<file path="config.mk">
export PLATFORM = sky130hd
export DESIGN_NAME = dxs_sequencer
export DESIGN_NICKNAME = d
export VERILOG_FILES = /design/src/dxs_pkg.sv /design/src/dxs_pacer.sv /design/src/dxs_sequencer.sv
export SDC_FILE = /design/constraint.sdc
export NUM_CORES = 1
export LEC_CHECK = 0
export BUFFER_PORTS_ARGS = -buffer_cell sky130_fd_sc_hd__buf_4
export CORE_MARGIN = 3
export CORE_UTILIZATION = 56
export DETAILED_ROUTE_END_ITERATION = 6
export PLACE_DENSITY = 0.9
export SYNTH_ARGS = -nofsm -noshare
export SYNTH_HDL_FRONTEND = slang
export SYNTH_SLANG_ARGS = --single-unit
</file>
<file path="constraint.sdc">
create_clock -name clock -period 3.19 [get_ports clock]
set_input_delay 0.638 -clock clock [delete_from_list [all_inputs] [get_ports clock]]
set_output_delay 0.638 -clock clock [all_outputs]
set_load 0.01 [all_outputs]
</file>
<file path="src/dxs_pkg.sv">
// package: shared constants, types and structs for the dio dma sequencer
package dxs_pkg;

	// sample and counter widths
	localparam int DXS_DATA_W   = 32;
	localparam int DXS_CNT_W    = 24;
	localparam int DXS_DIV_W    = 16;
	localparam int DXS_OVR_W    = 32;

	// pacer reference and core clock rates
	localparam int DXS_CLK_HZ   = 250_000_000;
	localparam int DXS_REF_HZ   = 4_000_000;
	// cycles of the core clock per reference tick, rounded down
	localparam int DXS_REF_DIV  = DXS_CLK_HZ / DXS_REF_HZ;
	localparam logic [7:0] DXS_REF_LAST = 8'(DXS_REF_DIV - 1);

	// reset values and the unit divider step
	localparam logic [DXS_CNT_W-1:0] DXS_CNT_RST = 24'h00_0000;
	localparam logic [DXS_OVR_W-1:0] DXS_OVR_RST = 32'h0000_0000;
	localparam logic [DXS_DIV_W-1:0] DXS_DIV_ONE = 16'h0001;

	// input sampling sources
	typedef enum logic [1:0] {
		DXS_IN_PACER,
		DXS_IN_REQ_RISE,
		DXS_IN_REQ_FALL,
		DXS_IN_HANDSHAKE
	} dxs_in_src_t;

	// output pacing sources
	typedef enum logic [1:0] {
		DXS_OUT_PACER,
		DXS_OUT_PACER_REQ,
		DXS_OUT_HANDSHAKE
	} dxs_out_src_t;

	// pacer configuration
	typedef struct packed {
		logic                 pacer_chained;
		logic [DXS_DIV_W-1:0] first_divider;
		logic [DXS_DIV_W-1:0] cascade_divider;
	} dxs_pacer_cfg_t;

	// transfer status as seen by software
	typedef struct packed {
		logic                 running;
		logic [DXS_CNT_W-1:0] count;
	} dxs_status_t;

endpackage

</file>
<file path="src/dxs_pacer.sv">
// pacer: reference prescaler and one or two chained dividers
`timescale 1ns/1ps
module dxs_pacer
	import dxs_pkg::*;
(
	input  wire logic           clock,     // core clock
	input  wire logic           reset_n,   // async reset, low
	input  wire logic           enable,    // runs while high
	input  wire dxs_pacer_cfg_t cfg,       // divider setup
	output logic                tick       // one-cycle pace pulse
);

	logic [7:0]           pre_reg;
	logic [DXS_DIV_W-1:0] first_reg;
	logic [DXS_DIV_W-1:0] casc_reg;
	logic                 tick_reg;
	wire                  ref_en;
	wire                  first_wrap;
	wire                  casc_wrap;
	wire                  casc_en;

	// 4 MHz reference enable from the core clock
	assign ref_en     = enable && (pre_reg == DXS_REF_LAST);
	assign first_wrap = ref_en && (first_reg <= DXS_DIV_ONE);
	// cascade stage counts wraps of the first stage
	assign casc_en    = first_wrap && cfg.pacer_chained;
	assign casc_wrap  = casc_en && (casc_reg <= DXS_DIV_ONE);
	assign tick       = tick_reg;

	// prescaler and first divider
	always_ff @(posedge clock or negedge reset_n) begin
		if (!reset_n) begin
			pre_reg   <= 8'h00;
			first_reg <= 16'h0000;
		end else if (!enable) begin
			pre_reg   <= 8'h00;
			first_reg <= 16'h0000;  // reload on the first reference tick
		end else begin
			pre_reg <= ref_en ? 8'h00 : pre_reg + 8'h01;
			if (first_wrap)
				first_reg <= cfg.first_divider;
			else if (ref_en)
				first_reg <= first_reg - DXS_DIV_ONE;
		end
	end

	// cascade divider and registered tick
	always_ff @(posedge clock or negedge reset_n) begin
		if (!reset_n) begin
			casc_reg <= 16'h0000;
			tick_reg <= 1'b0;
		end else begin
			if (!enable)
				casc_reg <= 16'h0000;
			else if (casc_wrap)
				casc_reg <= cfg.cascade_divider;
			else if (casc_en)
				casc_reg <= casc_reg - DXS_DIV_ONE;
			tick_reg <= cfg.pacer_chained ? casc_wrap : first_wrap;
		end
	end

endmodule

</file>
<file path="src/dxs_sequencer.sv">
// dio dma transfer sequencer: paced input capture and output playback
`timescale 1ns/1ps
module dxs_sequencer
	import dxs_pkg::*;
(
	input  wire logic                  clock,                // 250 MHz
	input  wire logic                  reset_n,              // async, low
	// input side control
	input  wire logic                  in_start,             // start pulse
	input  wire logic                  in_stop,              // stop pulse
	input  wire dxs_in_src_t           in_src,               // sample source
	input  wire logic                  double_buffer_enable, // circular mode
	input  wire logic [DXS_CNT_W-1:0]  in_length,            // samples
	input  wire dxs_pacer_cfg_t        in_pacer_cfg,         // input pacer
	input  wire logic                  half_drained,         // drain pulse
	output dxs_status_t                in_status,            // run and count
	output logic                       input_transfer_running, // 1 running
	output logic                       input_transfer_done,  // 1 finished
	output logic                       half_ready_flag,      // half full
	output logic                       half_ready_second,    // which half
	output logic [DXS_OVR_W-1:0]       overrun_counter,      // overruns
	// external input link
	input  wire logic                  in_req,               // request line
	output logic                       in_ack,               // acknowledge
	input  wire logic [DXS_DATA_W-1:0] din,                  // input port
	// memory write side
	output logic                       wr_valid,             // word pulse
	output logic [DXS_CNT_W-1:0]       wr_index,             // word index
	output logic [DXS_DATA_W-1:0]      wr_data,              // sample
	// output side control
	input  wire logic                  out_start,            // start pulse
	input  wire logic                  out_stop,             // stop pulse
	input  wire dxs_out_src_t          out_src,              // pace source
	input  wire logic                  out_repeat,           // continuous
	input  wire logic [DXS_CNT_W-1:0]  out_length,           // samples
	input  wire dxs_pacer_cfg_t        out_pacer_cfg,        // output pacer
	output dxs_status_t                out_status,           // run and count
	// memory read side
	output logic                       rd_req,               // fetch pulse
	output logic [DXS_CNT_W-1:0]       rd_index,             // word index
	input  wire logic [DXS_DATA_W-1:0] rd_data,              // fetched word
	// external output link
	output logic [DXS_DATA_W-1:0]      dout,                 // output port
	output logic                       out_req,              // request line
	input  wire logic                  out_ack               // acknowledge
);

	// ---------------- input side ----------------
	logic                  in_run_reg;
	logic                  in_db_reg;
	logic [DXS_CNT_W-1:0]  in_cnt_reg;
	logic [DXS_CNT_W-1:0]  in_idx_reg;
	logic                  req_d_reg;
	logic                  in_ack_reg;
	logic                  wr_valid_reg;
	logic [DXS_CNT_W-1:0]  wr_index_reg;
	logic [DXS_DATA_W-1:0] wr_data_reg;
	logic                  hr_reg;
	logic                  hr_second_reg;
	logic [DXS_OVR_W-1:0]  ovr_reg;
	wire                   in_tick;
	wire                   req_rise;
	wire                   req_fall;
	wire                   hs_take;
	wire                   in_take;
	wire                   in_last;
	wire [DXS_CNT_W-1:0]   half_len;
	wire                   half_end;
	wire                   first_end;

	dxs_pacer u_in_pacer (
		.clock   (clock),
		.reset_n (reset_n),
		.enable  (in_run_reg),
		.cfg     (in_pacer_cfg),
		.tick    (in_tick)
	);

	// request edges are taken as synchronous to the core clock
	assign req_rise = in_req && !req_d_reg;
	assign req_fall = !in_req && req_d_reg;
	// handshake: take the word on request while ack is low
	assign hs_take  = in_req && !in_ack_reg;
	assign in_take  = in_run_reg && !in_stop &&
		((in_src == DXS_IN_PACER     && in_tick)  ||
		 (in_src == DXS_IN_REQ_RISE  && req_rise) ||
		 (in_src == DXS_IN_REQ_FALL  && req_fall) ||
		 (in_src == DXS_IN_HANDSHAKE && hs_take));
	// length of 2^24 words is 2^26 bytes; all ones is the top index
	assign in_last   = (in_idx_reg == in_length - 24'h00_0001);
	assign half_len  = {1'b0, in_length[DXS_CNT_W-1:1]};
	assign first_end = (in_idx_reg == half_len - 24'h00_0001);
	assign half_end  = in_take && in_db_reg && (first_end || in_last);

	// input run state and counts
	always_ff @(posedge clock or negedge reset_n) begin
		if (!reset_n) begin
			in_run_reg <= 1'b0;
			in_db_reg  <= 1'b0;
			in_cnt_reg <= DXS_CNT_RST;
			in_idx_reg <= DXS_CNT_RST;
		end else if (in_start) begin
			in_run_reg <= 1'b1;
			in_db_reg  <= double_buffer_enable;
			in_cnt_reg <= DXS_CNT_RST;
			in_idx_reg <= DXS_CNT_RST;
		end else if (in_stop) begin
			in_run_reg <= 1'b0;
		end else if (in_take) begin
			in_cnt_reg <= in_cnt_reg + 24'h00_0001;
			in_idx_reg <= in_last ? DXS_CNT_RST
				: in_idx_reg + 24'h00_0001;
			if (in_last && !in_db_reg)
				in_run_reg <= 1'b0;
		end
	end

	// captured sample towards memory, one word per take
	always_ff @(posedge clock or negedge reset_n) begin
		if (!reset_n) begin
			req_d_reg    <= 1'b0;
			in_ack_reg   <= 1'b0;
			wr_valid_reg <= 1'b0;
			wr_index_reg <= DXS_CNT_RST;
			wr_data_reg  <= 32'h0000_0000;
		end else begin
			req_d_reg    <= in_req;
			// ack follows a handshake take and drops when the request drops
			in_ack_reg   <= (in_take && in_src == DXS_IN_HANDSHAKE) ||
				(in_ack_reg && in_req);
			wr_valid_reg <= in_take;
			if (in_take) begin
				wr_index_reg <= in_idx_reg;
				wr_data_reg  <= din;
			end
		end
	end

	// half-ready flag and overrun count; a new fill wins over a drain
	always_ff @(posedge clock or negedge reset_n) begin
		if (!reset_n) begin
			hr_reg        <= 1'b0;
			hr_second_reg <= 1'b0;
			ovr_reg       <= DXS_OVR_RST;
		end else if (in_start) begin
			hr_reg  <= 1'b0;
			ovr_reg <= DXS_OVR_RST;
		end else if (half_end) begin
			hr_reg        <= 1'b1;
			hr_second_reg <= in_last;
			// previous half still undrained when the next one fills
			if (hr_reg && !half_drained)
				ovr_reg <= ovr_reg + 32'h0000_0001;
		end else if (half_drained) begin
			hr_reg <= 1'b0;
		end
	end

	// running, done and count are meaningful in single-buffer mode only; the half-ready flag in double-buffer mode only
	assign input_transfer_running = in_run_reg && !in_db_reg;
	assign input_transfer_done    = !in_run_reg && !in_db_reg;
	assign in_status.running      = input_transfer_running;
	assign in_status.count        = in_db_reg ? DXS_CNT_RST
		: in_cnt_reg;
	assign half_ready_flag        = hr_reg && in_db_reg;
	assign half_ready_second      = hr_second_reg;
	assign overrun_counter        = ovr_reg;
	assign in_ack                 = in_ack_reg;
	assign wr_valid               = wr_valid_reg;
	assign wr_index               = wr_index_reg;
	assign wr_data                = wr_data_reg;

	// ---------------- output side ----------------
	logic                  out_run_reg;
	logic [DXS_CNT_W-1:0]  out_cnt_reg;
	logic [DXS_CNT_W-1:0]  out_idx_reg;
	logic                  out_req_reg;
	logic [DXS_DATA_W-1:0] dout_reg;
	logic                  rd_pend_reg;
	wire                   out_tick;
	wire                   out_take;
	wire                   out_last;
	wire                   hs_done;

	dxs_pacer u_out_pacer (
		.clock   (clock),
		.reset_n (reset_n),
		.enable  (out_run_reg),
		.cfg     (out_pacer_cfg),
		.tick    (out_tick)
	);

	// handshake: a sample goes out when the partner acks the request
	assign hs_done  = out_req_reg && out_ack;
	assign out_take = out_run_reg && !out_stop &&
		(((out_src == DXS_OUT_PACER ||
		   out_src == DXS_OUT_PACER_REQ) && out_tick) ||
		 (out_src == DXS_OUT_HANDSHAKE && hs_done));
	assign out_last = (out_idx_reg == out_length - 24'h00_0001);

	// output run state, position and count
	always_ff @(posedge clock or negedge reset_n) begin
		if (!reset_n) begin
			out_run_reg <= 1'b0;
			out_cnt_reg <= DXS_CNT_RST;
			out_idx_reg <= DXS_CNT_RST;
		end else if (out_start) begin
			out_run_reg <= 1'b1;
			out_cnt_reg <= DXS_CNT_RST;
			out_idx_reg <= DXS_CNT_RST;
		end else if (out_stop) begin
			out_run_reg <= 1'b0;
		end else if (out_take) begin
			out_cnt_reg <= out_cnt_reg + 24'h00_0001;
			out_idx_reg <= out_last ? DXS_CNT_RST
				: out_idx_reg + 24'h00_0001;
			if (out_last && !out_repeat)
				out_run_reg <= 1'b0;
		end
	end

	// sample latch and request line; memory word is read one cycle later
	always_ff @(posedge clock or negedge reset_n) begin
		if (!reset_n) begin
			rd_pend_reg <= 1'b0;
			dout_reg    <= 32'h0000_0000;
			out_req_reg <= 1'b0;
		end else begin
			rd_pend_reg <= out_take;
			if (rd_pend_reg)
				dout_reg <= rd_data;
			// pacer-with-request shows the line while running;
			// handshake raises it and drops it on each ack
			if (!out_run_reg || out_stop)
				out_req_reg <= 1'b0;
			else if (out_src == DXS_OUT_PACER_REQ)
				out_req_reg <= 1'b1;
			else if (out_src == DXS_OUT_HANDSHAKE)
				out_req_reg <= !hs_done && !out_ack;
			else
				out_req_reg <= 1'b0;
		end
	end

	assign rd_req             = out_take;
	assign rd_index           = out_idx_reg;
	assign dout               = dout_reg;
	assign out_req            = out_req_reg;
	assign out_status.running = out_run_reg;
	assign out_status.count   = out_cnt_reg;

endmodule

</file>
==> results.txt, run 1 <==
----------------------------------------------------
[Run status]
  Run status ... finished with violations
  Violated checks ... design-rule violations

[Finish]
  Layout Cells excl Fill ... 3,024
  # fillers ... 2,081
  Commonest cells after routing, fill and taps aside ... sky130_fd_sc_hd__buf_4, sky130_fd_sc_hd__nand2_1, sky130_fd_sc_hd__dfrtp_1
  Share of cells above drive strength 1 ... 28.1%
  FF/Latch Area ... 7710 µm²
  Area overhead of the layout relative to synthesis ... 32.9%
  Post-layout net count ... 2,818
  Leading cell type in the layout, fill and taps excluded ... sky130_fd_sc_hd__buf_4
  Non-Filler Cell Area, Final ... 23,900 µm²
  Area taken by multi-input logic gates ... 10,000 µm²

[Clock tree]
  Clock tree from TritonCTS ... built
  Clock Sinks ... 308
  Clock buffer count from CTS ... 36
  Max Buffers Root-to-Sink ... 3
  Master cell of the clock root buffer ... sky130_fd_sc_hd__clkbuf_16
  Insertion delay to the later sink of the worst-skew pair ... 0.51 ns
  Clk slew on worst S/H paths ... 0.06 ns
  Number of H-tree branching levels ... 2

[Pwr]
  Fraction of power consumed by combinational cells ... 14.1%
  Switching Fraction ... 25.8%
  Power dissipated by switching net loads ... 2420 µW
  Power share of the clock group ... 41.2%
  Peak supply drop ... 0.363 mV
  Total power per unit cell area ... 393 nW/µm²
  Total internal power ... 6960 µW
  Part of the total power dissipated in sequential elements ... 44.7%
  Pleak ... 0.0112 µW

[Timing]
  Time the worst path needs with I/O delays and setup ... 3.11 ns
  Hold slack final ... 0.0558 ns
  Worst Clk Skew ... 0.0135 ns
  Final Max Tran Viols ... 0
  Achievable frequency ... 0.322 GHz
  Pin slew with the least headroom to its limit ... 0.878 ns
  Setup slack after layout ... 0.0825 ns
  Worst slew margin ... 41.4%
  Setup repair after global routing missed its margin ... true
  Post-route setup TNS ... 0 ns
  Hold Violations, Final ... 0
  Final count of negative-setup-slack endpoints ... 0
  Period utilization ... 97.4%

[Floorplan]
  Vertical die dimension ... 185 µm
  Num rows ... 64
  Horizontal die dimension ... 185 µm
  Starting utilization of the core area ... 57.8%
  Total core area ... 31,100 µm²
  Total I/O pin count ... 395
  Floorplan die area ... 34,300 µm²

[Place]
  Gpl congestion ... 1.01
  Placed cells ... 2,960
  Area after DPL ... 22,600 µm²
  Setup Slack @ Placement ... -0.651 ns
  Estimated wirelength of the detail-placed design ... 43,900 µm
  Number of port buffers ... 394

[Yosys]
  Count of unique library cells instantiated by Yosys ... 76
  Adder and majority gate portion of the synthesized area ... 1.39%
  Number of synthesis warnings ... 0
  Avg Inst Size Synth ... 8.47 µm²
  Simple-gate area share of the yosys netlist ... 27.5%
  Complex-gate fraction of the synthesized area ... 14.3%
  Primary flip-flop cell chosen by synthesis mapping ... sky130_fd_sc_hd__dfrtp_1
  Dominant combinational cell family by area after synthesis ... simple AND/OR/NAND/NOR gates
  Parity-gate share of the synthesized area counting xor and xnor cells ... 7.55%
  Gate Count Post-Synth ... 2,122
  Seq cells post-synth ... 308
  Fraction of the yosys area taken by sequential cells ... 42.9%
  Mapped Nets ... 2,335
  Mux contribution to synthesized area ... 2.70%
  Synth async-reset ratio ... 100%
  Post-synth EDFFs ... 0
  Total standard cell area after synthesis ... 18,000 µm²

[Route]
  DRT Wirelength ... 59,600 µm
  Routed Antenna Nets ... 0
  Final routed DRC violation total ... 1
  Overall via count from detail_route ... 18,600
  Drt pass-1 iters ... 7
  Number of design-rule violations left by the first detailed-router iteration ... 1,955
  Vias per std cell ... 6.14
  Wire length per cell ... 19.7 µm

[Worst setup path]
  Data required time of the worst path ... 3.56 ns
  Startpoint type of the worst setup path ... input pin
  Worst R2R Setup Slack ... 0.14 ns
  Worst setup path category ... in -> reg
  Worst-path fanout max ... 8
  Element type at the critical path end ... register
  Arrival @ worst endpoint ... 3.47 ns

[Global routing]
  Pin count of the biggest net entering global routing ... 64
  Initial antenna violation count ... 1
  Via count of the first global-routing pass ... 18,400
  Global router's overall resource usage ... 33.8%
  Sum of overflow across all layers after global routing ... 0
  Wire length of the first global-routing pass ... 94,300 µm

[Flow run]
  Max capacitance violation total ... 0

[Min path]
  Class of the tightest hold or removal check ... in -> async

----------------------------------------------------
[critical path: stages]
cell                        delay [ns]
sky130_fd_sc_hd__buf_4            0.11
sky130_fd_sc_hd__or4_4            0.53
sky130_fd_sc_hd__buf_4            0.17
sky130_fd_sc_hd__nor3_1           0.26
sky130_fd_sc_hd__xnor2_1          0.18
sky130_fd_sc_hd__a31oi_1          0.12
sky130_fd_sc_hd__a211oi_2         0.23
sky130_fd_sc_hd__buf_4            0.17
sky130_fd_sc_hd__nand4_4          0.21
sky130_fd_sc_hd__a2111oi_0        0.62
sky130_fd_sc_hd__xnor2_1          0.18
sky130_fd_sc_hd__nor2_1           0.05
[metal layers]
| layer | global-route usage, % | up-vias | wire length [µm] |
|---|---|---|---|
| li1 | - | 8436 | - |
| met1 | 41.3 | 8852 | 22400 |
| met2 | 58.8 | 1058 | 29600 |
| met3 | 6.01 | 216 | 4740 |
| met4 | 15.0 | 0 | 2920 |
| met5 | 0 | - | 0 |
[metrics by stage]
| stage | total power (µW) | utilization (%) |
|---|---|---|
| after floorplan | 4780 | - |
| after global placement | 5520 | 72.9 |
| after detailed placement | 5570 | 72.9 |
| after CTS | 9420 | 76.4 |
| after global routing | 9730 | 76.9 |
| final | 9380 | 76.9 |
[area by class of cell]
cell class / count / area share, %
Timing Repair Buffer: 569 / 18.4
Sequential cell: 308 / 32.3
Clock buffer: 54 / 4.36
Antenna cell: 1 / 0.0105
Clock inverter: 6 / 0.189
Inverter: 43 / 0.707
Multi-Input combinational cell: 1647 / 42.0
Tap cell: 396 / 2.07
[final timing paths]
kind,cells after the start,from,endpoint
worst max-delay path,12,in_length[19],overrun_counter[5]
worst min-delay path,1,reset_n,wr_index[21]
worst max register to register,8,in_idx_reg[15],overrun_counter[5]
worst min register to register,2,wr_data[23],wr_data[23]
max in group asynchronous,2,reset_n,out_cnt_reg[17]
min in group clock,1,in_req,req_d_reg
[cell usage after synthesis (5+ instances only)]
library cell,instances,area [µm²]
sky130_fd_sc_hd__a21o_1,13,97.6
sky130_fd_sc_hd__a2111oi_0,5,43.8
sky130_fd_sc_hd__clkbuf_1,98,368
sky130_fd_sc_hd__nor3_1,71,355
sky130_fd_sc_hd__mux2i_1,8,80.1
sky130_fd_sc_hd__nand3_1,90,450
sky130_fd_sc_hd__dfrtp_1,308,7710
sky130_fd_sc_hd__or2_2,14,87.6
sky130_fd_sc_hd__a21boi_0,5,37.5
sky130_fd_sc_hd__a41oi_1,5,43.8
sky130_fd_sc_hd__o211ai_1,11,82.6
sky130_fd_sc_hd__a2111oi_2,10,150
sky130_fd_sc_hd__and3_1,50,313
sky130_fd_sc_hd__nand4_1,29,181
sky130_fd_sc_hd__a21oi_1,120,601
sky130_fd_sc_hd__or4_1,18,135
sky130_fd_sc_hd__and2_1,9,56.3
sky130_fd_sc_hd__xnor2_1,80,701
sky130_fd_sc_hd__buf_1,11,41.3
sky130_fd_sc_hd__a31oi_1,44,275
sky130_fd_sc_hd__nand3b_1,13,97.6
sky130_fd_sc_hd__inv_1,43,161
sky130_fd_sc_hd__a22oi_1,7,52.6
sky130_fd_sc_hd__o22ai_1,6,37.5
sky130_fd_sc_hd__buf_2,10,50.1
sky130_fd_sc_hd__nand4b_1,5,43.8
sky130_fd_sc_hd__nor4_1,37,231
sky130_fd_sc_hd__nand2b_1,30,188
sky130_fd_sc_hd__or3_1,38,238
sky130_fd_sc_hd__nand2_1,335,1260
sky130_fd_sc_hd__ha_1,20,250
sky130_fd_sc_hd__nor2b_1,31,194
sky130_fd_sc_hd__o21ai_0,133,666
sky130_fd_sc_hd__nor3b_1,12,90.1
sky130_fd_sc_hd__a311oi_1,5,43.8
sky130_fd_sc_hd__nor2_1,205,769
sky130_fd_sc_hd__and4_1,8,70.1
sky130_fd_sc_hd__mux2_2,36,405
sky130_fd_sc_hd__xor2_1,75,657
sky130_fd_sc_hd__a211oi_1,14,105
[power by group through the flow]
stage                     registers [µW]  logic (µW)  clock network, µW
after floorplan                     4300         476                  0
after global placement              4250        1270                  0
after detailed placement            4260        1310                  0
after CTS                           4190        1310               3910
after global routing                4210        1440               4080
final                               4200        1320               3860
[cells by family (layout without fill, tap and decap cells)]
logic type / after synthesis / after routing
AND/OR/NAND/NOR: 1014 / 1014
AO/OA/AOI/OAI: 414 / 414
flip-flops: 308 / 308
buffers and inverters: 167 / 672
XOR/XNOR: 155 / 155
multiplexers: 44 / 44
adder cells (fa/ha/maj): 20 / 20
other: 0 / 1
[repair_timing]
action | in CTS | in global routing
setup endpoints to repair | 9 | 60
hold buffers | 0 | 0
gates resized for setup | 2 | 29
pin swaps | 0 | 8
buffers inserted | 0 | 3
No activity file was read; power rests on OpenSTA's default activity.
==> inputs of run 2 (changes only) <==
- SYNTH_HIERARCHICAL: default -> 1
==> run 2 against run 1 <==
  * The flow finishes with violations (negative setup slack)
  * Critical endpoint is now overrun_counter[22]
  * Core utilization up 0.85 points
  * Via count about the same
  * Die area rose by 2.4%
==> results.txt, run 2 <==
----------------------------------------------------
[Run status]
  Run status ... finished with violations (unchanged)
  Violated checks ... negative setup slack (was design-rule violations)

[Worst setup path]
  Reg2Reg Depth ... 12 (was 8)
  Start of the worst register-to-register path ... in_idx_reg[20] (was in_idx_reg[15])
  Worst-path fanout max ... 5 (was 8)
  Worst setup path category ... in -> reg (unchanged)
  Data required time of the worst path ... 3.63 ns (was 3.56 ns)
  Arrival @ worst endpoint ... 3.80 ns (was 3.47 ns)
  R2R Path End ... overrun_counter[22] (was overrun_counter[5])
  Element type at the critical path end ... register (unchanged)
  Worst R2R Setup Slack ... 0.03 ns (was 0.14 ns)
  Startpoint type of the worst setup path ... input pin (unchanged)

[Yosys]
  Most common library cells after synthesis ... sky130_fd_sc_hd__dfrtp_1, sky130_fd_sc_hd__nand2_1, sky130_fd_sc_hd__nor2_1 (was sky130_fd_sc_hd__nand2_1, sky130_fd_sc_hd__dfrtp_1, sky130_fd_sc_hd__nor2_1)
  Share of the synthesized area in the top cell type ... 41.8% (was 42.9%)
  Count of unique library cells instantiated by Yosys ... 81 (was 76)
  Synth async-reset ratio ... 100% (unchanged)
  Seq cells post-synth ... 308 (unchanged)
  Leading cell types by total area after synthesis ... sky130_fd_sc_hd__dfrtp_1, sky130_fd_sc_hd__nand2_1, sky130_fd_sc_hd__xnor2_1 (was sky130_fd_sc_hd__dfrtp_1, sky130_fd_sc_hd__nand2_1, sky130_fd_sc_hd__nor2_1)
  Total standard cell area after synthesis ... 18,400 µm² (was 18,000 µm²)
  Number of synthesis warnings ... 6 (was 0)
  Avg Inst Size Synth ... 8.89 µm² (was 8.47 µm²)
  Mapped Nets ... 2,286 (was 2,335)
  Fraction of the yosys area taken by sequential cells ... 41.8% (was 42.9%)
  Most common cell in the netlist ... sky130_fd_sc_hd__dfrtp_1 (was sky130_fd_sc_hd__nand2_1)
  Primary flip-flop cell chosen by synthesis mapping ... sky130_fd_sc_hd__dfrtp_1 (unchanged)
  Yosys top cell by area ... sky130_fd_sc_hd__dfrtp_1 (unchanged)
  Post-synth EDFFs ... 0 (unchanged)
  Gate Count Post-Synth ... 2,073 (was 2,122)

[Clock tree]
  Clock tree from TritonCTS ... built (unchanged)
  Max Buffers Root-to-Sink ... 3 (unchanged)
  Clock Sinks ... 308 (unchanged)
  Master cell of the clock root buffer ... sky130_fd_sc_hd__clkbuf_16 (unchanged)
  Number of H-tree branching levels ... 2 (unchanged)
  Clock buffer count from CTS ... 35 (was 36)
  Insertion delay to the later sink of the worst-skew pair ... 0.53 ns (was 0.51 ns)
  Clk slew on worst S/H paths ... 0.05 ns (was 0.06 ns)

[Finish]
  Antenna Cells ... 0 (was 1)
  Commonest cells after routing, fill and taps aside ... sky130_fd_sc_hd__buf_4, sky130_fd_sc_hd__dfrtp_1, sky130_fd_sc_hd__nand2_1 (was sky130_fd_sc_hd__buf_4, sky130_fd_sc_hd__nand2_1, sky130_fd_sc_hd__dfrtp_1)
  Area overhead of the layout relative to synthesis ... 34.8% (was 32.9%)
  Layout Cells excl Fill ... 3,037 (was 3,024)
  Post-layout net count ... 2,796 (was 2,818)
  Leading cell type in the layout, fill and taps excluded ... sky130_fd_sc_hd__buf_4 (unchanged)
  Share of cells above drive strength 1 ... 31.6% (was 28.1%)

[Timing]
  Hold Violations, Final ... 0 (unchanged)
  Worst slew margin ... 44.9% (was 41.4%)
  Setup slack after layout ... -0.175 ns (was 0.0825 ns)
  Setup repair after global routing missed its margin ... true (unchanged)
  Pin slew with the least headroom to its limit ... 0.823 ns (was 0.878 ns)
  Final count of negative-setup-slack endpoints ... 27 (was 0)
  Period utilization ... 105% (was 97.4%)
  Final Max Tran Viols ... 0 (unchanged)
  Time the worst path needs with I/O delays and setup ... 3.37 ns (was 3.11 ns)
  Worst Clk Skew ... 0.0167 ns (was 0.0135 ns)
  Hold slack final ... 0.116 ns (was 0.0558 ns)
  Achievable frequency ... 0.297 GHz (was 0.322 GHz)

[Pwr]
  Pleak ... 0.0117 µW (was 0.0112 µW)
  Peak supply drop ... 0.458 mV (was 0.363 mV)
  Total power per unit cell area ... 383 nW/µm² (was 393 nW/µm²)

[Place]
  Placed cells ... 2,945 (was 2,960)
  Setup Slack @ Placement ... -0.753 ns (was -0.651 ns)
  Gpl congestion ... 0.983 (was 1.01)
  Estimated wirelength of the detail-placed design ... 44,500 µm (was 43,900 µm)
  Number of port buffers ... 394 (unchanged)

[Route]
  Routed Antenna Nets ... 0 (unchanged)
  Final routed DRC violation total ... 0 (was 1)
  Drt pass-1 iters ... 6 (was 7)
  Vias per std cell ... 6.11 (was 6.14)
  Overall via count from detail_route ... 18,600 (about the same)
  DRT Wirelength ... 62,200 µm (was 59,600 µm)
  Wire length per cell ... 20.5 µm (was 19.7 µm)
  Number of design-rule violations left by the first detailed-router iteration ... 1,720 (was 1,955)

[Floorplan]
  Horizontal die dimension ... 187 µm (was 185 µm)
  Floorplan die area ... 35,100 µm² (was 34,300 µm²)
  Num rows ... 65 (was 64)
  Vertical die dimension ... 187 µm (was 185 µm)
  Starting utilization of the core area ... 57.6% (was 57.8%)
  Total core area ... 32,000 µm² (was 31,100 µm²)
  Total I/O pin count ... 395 (unchanged)

[Global routing]
  Wire length of the first global-routing pass ... 95,600 µm (was 94,300 µm)
  Global router's overall resource usage ... 33.1% (was 33.8%)
  Sum of overflow across all layers after global routing ... 0 (unchanged)
  Via count of the first global-routing pass ... 18,100 (was 18,400)
  Pin count of the biggest net entering global routing ... 85 (was 64)
  Initial antenna violation count ... 2 (was 1)

[Min path]
  Class of the tightest hold or removal check ... in -> async (unchanged)

[Flow run]
  Max capacitance violation total ... 0 (unchanged)

----------------------------------------------------
-- run 2: cell count changes after synthesis, sizes merged, moves of 11 or more --
cell,previous run,this run
mux2i,8,42
nand4,30,46
o31ai,2,43
or4,19,31
a211oi,14,3
a2111oi,15,3
o21ai,133,84
nand2,335,286
nand2b,30,17
a21oi,120,100
buf,25,50
nor2,205,169
o2bb2ai,0,37
clkbuf,99,83
-- run 2: cell type report --
cell class / count / area [µm²]
tap: 435 / 544
timing repair buffer: 605 / 4830
clock buffer: 50 / 1050
fill: 2123 / 7120
multi-input combinational: 1586 / 10400
sequential: 308 / 7710
clock inverter: 6 / 72.6
inverter: 47 / 181
-- run 2: routing by layer --
layer | track usage [%] | vias up | routed length (µm) | part of all wire, %
met5 | 0 | - | 21 | 0.034
met4 | 12.6 | 4 | 2650 | 4.3
met3 | 7.07 | 183 | 5440 | 8.7
met2 | 58.4 | 1015 | 31000 | 50
met1 | 39.7 | 8926 | 23100 | 37
li1 | - | 8439 | - | -
-- run 2: what timing repair did --
action | in CTS | in global routing
hold endpoints to repair | 0 | 0
pin swaps | 25 | 44
resized for setup | 30 | 75
endpoints found under the setup margin | 50 | 63
cloned | 2 | 6
hold buffers | 0 | 0
setup buffers | 12 | 18
-- run 2: worst max path at each step --
stage                   start             endpoint  slack (ns)  cells after the start
2_1_floorplan  out_length[14]          rd_index[0]       -0.25                     11
3_3_place_gp     in_length[1]       in_idx_reg[20]       -0.65                     15
3_5_place_dp     in_length[1]       in_idx_reg[12]       -0.75                     15
4_1_cts         in_length[11]  overrun_counter[30]       -0.12                     13
5_1_grt          in_length[4]  overrun_counter[22]       -0.22                     13
6_report         in_length[4]  overrun_counter[22]       -0.18                     13
-- run 2: critical path, cell delays in order --
cell and delay, ns:
sky130_fd_sc_hd__buf_4 0.14, sky130_fd_sc_hd__or4_4 0.58, sky130_fd_sc_hd__nor4b_4 0.39, sky130_fd_sc_hd__buf_4 0.19, sky130_fd_sc_hd__nand3_4 0.07, sky130_fd_sc_hd__xnor2_1 0.17, sky130_fd_sc_hd__o211ai_1 0.24, sky130_fd_sc_hd__nor4_4 0.40
sky130_fd_sc_hd__o2111ai_4 0.18, sky130_fd_sc_hd__buf_6 0.19, sky130_fd_sc_hd__buf_6 0.12, sky130_fd_sc_hd__or3_4 0.36, sky130_fd_sc_hd__a21oi_2 0.12
-- run 2: report_power, final --
group	leakage [µW]	total, µW	internal (µW)	switching (µW)
sequential	0.00422	4180	4070	113
clock	0.000555	3990	2370	1620
combinational	0.00696	1340	644	697
-- run 2: cell families (layout without fill, tap and decap cells) --
kind of cell / Yosys count / count (layout) / share of synthesized area (%)
AND/OR/NAND/NOR: 940 / 941 / 26.5
AO/OA/AOI/OAI: 394 / 394 / 14.1
flip-flops: 308 / 308 / 41.8
buffers and inverters: 180 / 708 / 4.39
XOR/XNOR: 154 / 154 / 7.32
multiplexers: 77 / 77 / 4.42
adder cells (fa/ha/maj): 20 / 20 / 1.36
-- run 2: through the flow --
stage	util, %	cell area [µm²]	power, µW	setup TNS, ns
3_3_place_gp	71.5	22900	5500	-37.45
4_1_cts	75.8	24200	9530	-1.65
6_report	77.7	24800	9520	-2.32
2_1_floorplan	-	18600	4790	-8.08
5_1_grt	77.7	24800	9870	-5.80
3_5_place_dp	71.5	22900	5540	-43.72
==> inputs of run 3 (changes only) <==
==> constraint.sdc (replaced) <==
create_clock -name clock -period 3.19 [get_ports clock]
set_input_delay 0.1595 -clock clock [delete_from_list [all_inputs] [get_ports clock]]
set_output_delay 0.1595 -clock clock [all_outputs]
set_load 0.01 [all_outputs]
==> run 3 against run 2 <==
  * The run now ends clean
  * Critical path type is now reg -> reg
  * Worst setup slack improved by 0.34 ns
  * Clock skew rose by 0.0029 ns
  * Register-to-register slack improved by 0.14 ns
  * Cell count rose by 2.0%
  * Core utilization rose by 0.18 points
==> results.txt, run 3 (synthesis gave the netlist of run 2 again) <==
----------------------------------------------------
[Run status]
  Run status ... completed (was finished with violations)

[Timing]
  Time the worst path needs with I/O delays and setup ... 3.02 ns (was 3.37 ns)
  Worst Clk Skew ... 0.0196 ns (was 0.0167 ns)
  Achievable frequency ... 0.331 GHz (was 0.297 GHz)
  Period utilization ... 94.7% (was 105%)
  Post-route setup TNS ... 0 ns (was -2.32 ns)
  Final count of negative-setup-slack endpoints ... 0 (was 27)
  Worst slew margin ... 35.7% (was 44.9%)
  Hold Violations, Final ... 0 (unchanged)
  Setup repair after global routing missed its margin ... false (was true)
  Pin slew with the least headroom to its limit ... 0.961 ns (was 0.823 ns)
  Final Max Tran Viols ... 0 (unchanged)

[Route]
  Routed Antenna Nets ... 0 (unchanged)
  Number of design-rule violations left by the first detailed-router iteration ... 1,911 (was 1,720)
  Overall via count from detail_route ... 19,300 (was 18,600)
  Drt pass-1 iters ... 6 (unchanged)
  Wire length per cell ... 20.5 µm (about the same)
  DRT Wirelength ... 63,500 µm (was 62,200 µm)
  Final routed DRC violation total ... 0 (unchanged)
  Vias per std cell ... 6.21 (was 6.11)

[Worst setup path]
  R2R Path End ... overrun_counter[20] (was overrun_counter[22])
  Element type at the critical path end ... register (unchanged)
  Reg2Reg Depth ... 11 (was 12)
  Worst-path fanout max ... 19 (was 5)
  CP peak stage delay ... 0.50 ns (was 0.58 ns)
  Startpoint type of the worst setup path ... register (was input pin)
  Worst setup path category ... reg -> reg (was in -> reg)
  Arrival @ worst endpoint ... 3.46 ns (was 3.80 ns)
  Start of the worst register-to-register path ... in_idx_reg[20] (unchanged)
  Standard cell with the maximum stage delay on the critical path ... sky130_fd_sc_hd__dfrtp_1 (was sky130_fd_sc_hd__or4_4)
  Cells along the critical path ... xnor2_2 -> xnor2_1 -> o41a_1 -> nor4_2 -> buf_4 -> nand4_1 -> nor4_4 -> o2111ai_2 -> buf_12 -> or4_1 -> a21oi_1 (was buf_4 -> or4_4 -> nor4b_4 -> buf_4 -> nand3_4 -> xnor2_1 -> o211ai_1 -> nor4_4 -> o2111ai_4 -> buf_6 -> buf_6 -> or3_4 -> a21oi_2)
  Data required time of the worst path ... 3.63 ns (about the same)
  Worst R2R Setup Slack ... 0.17 ns (was 0.03 ns)

[Clock tree]
  Total setup buffers inserted after CTS ... 0 (was 12)
  Clk slew on worst S/H paths ... 0.06 ns (was 0.05 ns)
  Clock tree from TritonCTS ... built (unchanged)
  Max Buffers Root-to-Sink ... 3 (unchanged)
  Clock buffer count from CTS ... 36 (was 35)
  Insertion delay to the later sink of the worst-skew pair ... 0.53 ns (about the same)
  Number of H-tree branching levels ... 2 (unchanged)
  Master cell of the clock root buffer ... sky130_fd_sc_hd__clkbuf_16 (unchanged)
  Clock Sinks ... 308 (unchanged)

[Finish]
  Non-Filler Cell Area, Final ... 24,900 µm² (was 24,800 µm²)
  Area overhead of the layout relative to synthesis ... 35.2% (was 34.8%)
  # fillers ... 2,007 (was 2,123)
  Post-layout net count ... 2,846 (was 2,796)
  Share of cells above drive strength 1 ... 25.4% (was 31.6%)
  Commonest cells after routing, fill and taps aside ... sky130_fd_sc_hd__buf_4, sky130_fd_sc_hd__dfrtp_1, sky130_fd_sc_hd__nand2_1 (unchanged)
  Leading cell type in the layout, fill and taps excluded ... sky130_fd_sc_hd__buf_4 (unchanged)

[Global routing]
  Pin count of the biggest net entering global routing ... 108 (was 85)
  Global router's overall resource usage ... 34.5% (was 33.1%)
  Initial antenna violation count ... 1 (was 2)
  Via count of the first global-routing pass ... 19,300 (was 18,100)
  Wire length of the first global-routing pass ... 101,000 µm (was 95,600 µm)
  Sum of overflow across all layers after global routing ... 0 (unchanged)

[Floorplan]
  Floorplan die area ... 35,100 µm² (unchanged)
  Total core area ... 32,000 µm² (unchanged)
  Num rows ... 65 (unchanged)
  Starting utilization of the core area ... 57.6% (unchanged)
  Horizontal die dimension ... 187 µm (unchanged)
  Vertical die dimension ... 187 µm (unchanged)
  Total I/O pin count ... 395 (unchanged)

[Min path]
  Class of the tightest hold or removal check ... in -> reg (was in -> async)
  Worst Hold End ... out_run_reg
  Min-Delay Path Depth ... 4
  Startpoint of the lowest-slack hold path ... out_repeat

[Place]
  Number of port buffers ... 394 (unchanged)
  Gpl congestion ... 1.01 (was 0.983)
  Area after DPL ... 22,300 µm² (was 22,900 µm²)
  Estimated wirelength of the detail-placed design ... 42,200 µm (was 44,500 µm)

[Pwr]
  Total power consumption of the routed design ... 9850 µW (was 9520 µW)
  Total power per unit cell area ... 396 nW/µm² (was 383 nW/µm²)
  Peak supply drop ... 0.417 mV (was 0.458 mV)
  Pleak ... 0.0118 µW (was 0.0117 µW)

[Flow run]
  Max capacitance violation total ... 0 (unchanged)

----------------------------------------------------
## run 3: where the power goes
| part | internal (µW) | switching, µW |
|---|---|---|
| Sequential | 4070 | 130 |
| Combinational | 692 | 720 |
| Clock | 2510 | 1730 |
## run 3: how the worst max path moves through the flow
stage,cells after the start,from,to
6_report,11,in_idx_reg[20],overrun_counter[20]
5_1_grt,11,in_idx_reg[19],overrun_counter[18]
4_1_cts,11,in_idx_reg[20],in_idx_reg[21]
3_5_place_dp,12,in_length[11],overrun_counter[13]
3_3_place_gp,13,in_length[11],overrun_counter[27]
2_1_floorplan,12,in_length[1],overrun_counter[13]
## run 3: repair_timing
action	CTS	global route
endpoints found under the setup margin	0	27
hold buffers	130	0
gates resized for setup	0	5
hold endpoints to repair	226	0
## run 3: layer usage
metal | track usage (%) | share of wire, %
met2 | 59.2 | 49
met1 | 42.7 | 38
met5 | 0 | 0
met4 | 13.5 | 4.4
met3 | 7.35 | 8.7
## run 3: critical path, delay by kind of cell, from the launching register on
kind,cells,cell delay (ns)
and+or+nand+nor,4,1.03
DFF,1,0.50
AOI/OAI and AO/OA,3,0.69
xor gates and xnor gates,2,0.34
buffers and inverters,2,0.37
## run 3: final cells by class
| cell class | instances | area [µm²] | share of cell area [%] |
|---|---|---|---|
| clock inverters | 17 | 204 | 0.819 |
| repair buffers | 654 | 5280 | 21.2 |
| flip-flops and latches | 308 | 7710 | 31.0 |
| inverters | 47 | 176 | 0.709 |
| clock buffers | 49 | 1020 | 4.10 |
| diodes | 2 | 5.00 | 0.0201 |
| multi-input cells | 1586 | 9960 | 40.0 |
| well taps | 435 | 544 | 2.19 |
## run 3: stage by stage
stage	setup slack, ns	instances	hold slack (ns)	util [%]
4_1_cts	0.0405	3094	0.00315	77.7
5_1_grt	0.0375	3097	0.0244	77.9
3_3_place_gp	-0.450	2898	0.286	69.8
6_report	0.169	3098	0.0169	77.9
3_5_place_dp	-0.419	2898	0.294	69.8
2_1_floorplan	0.110	2073	-0.136	-
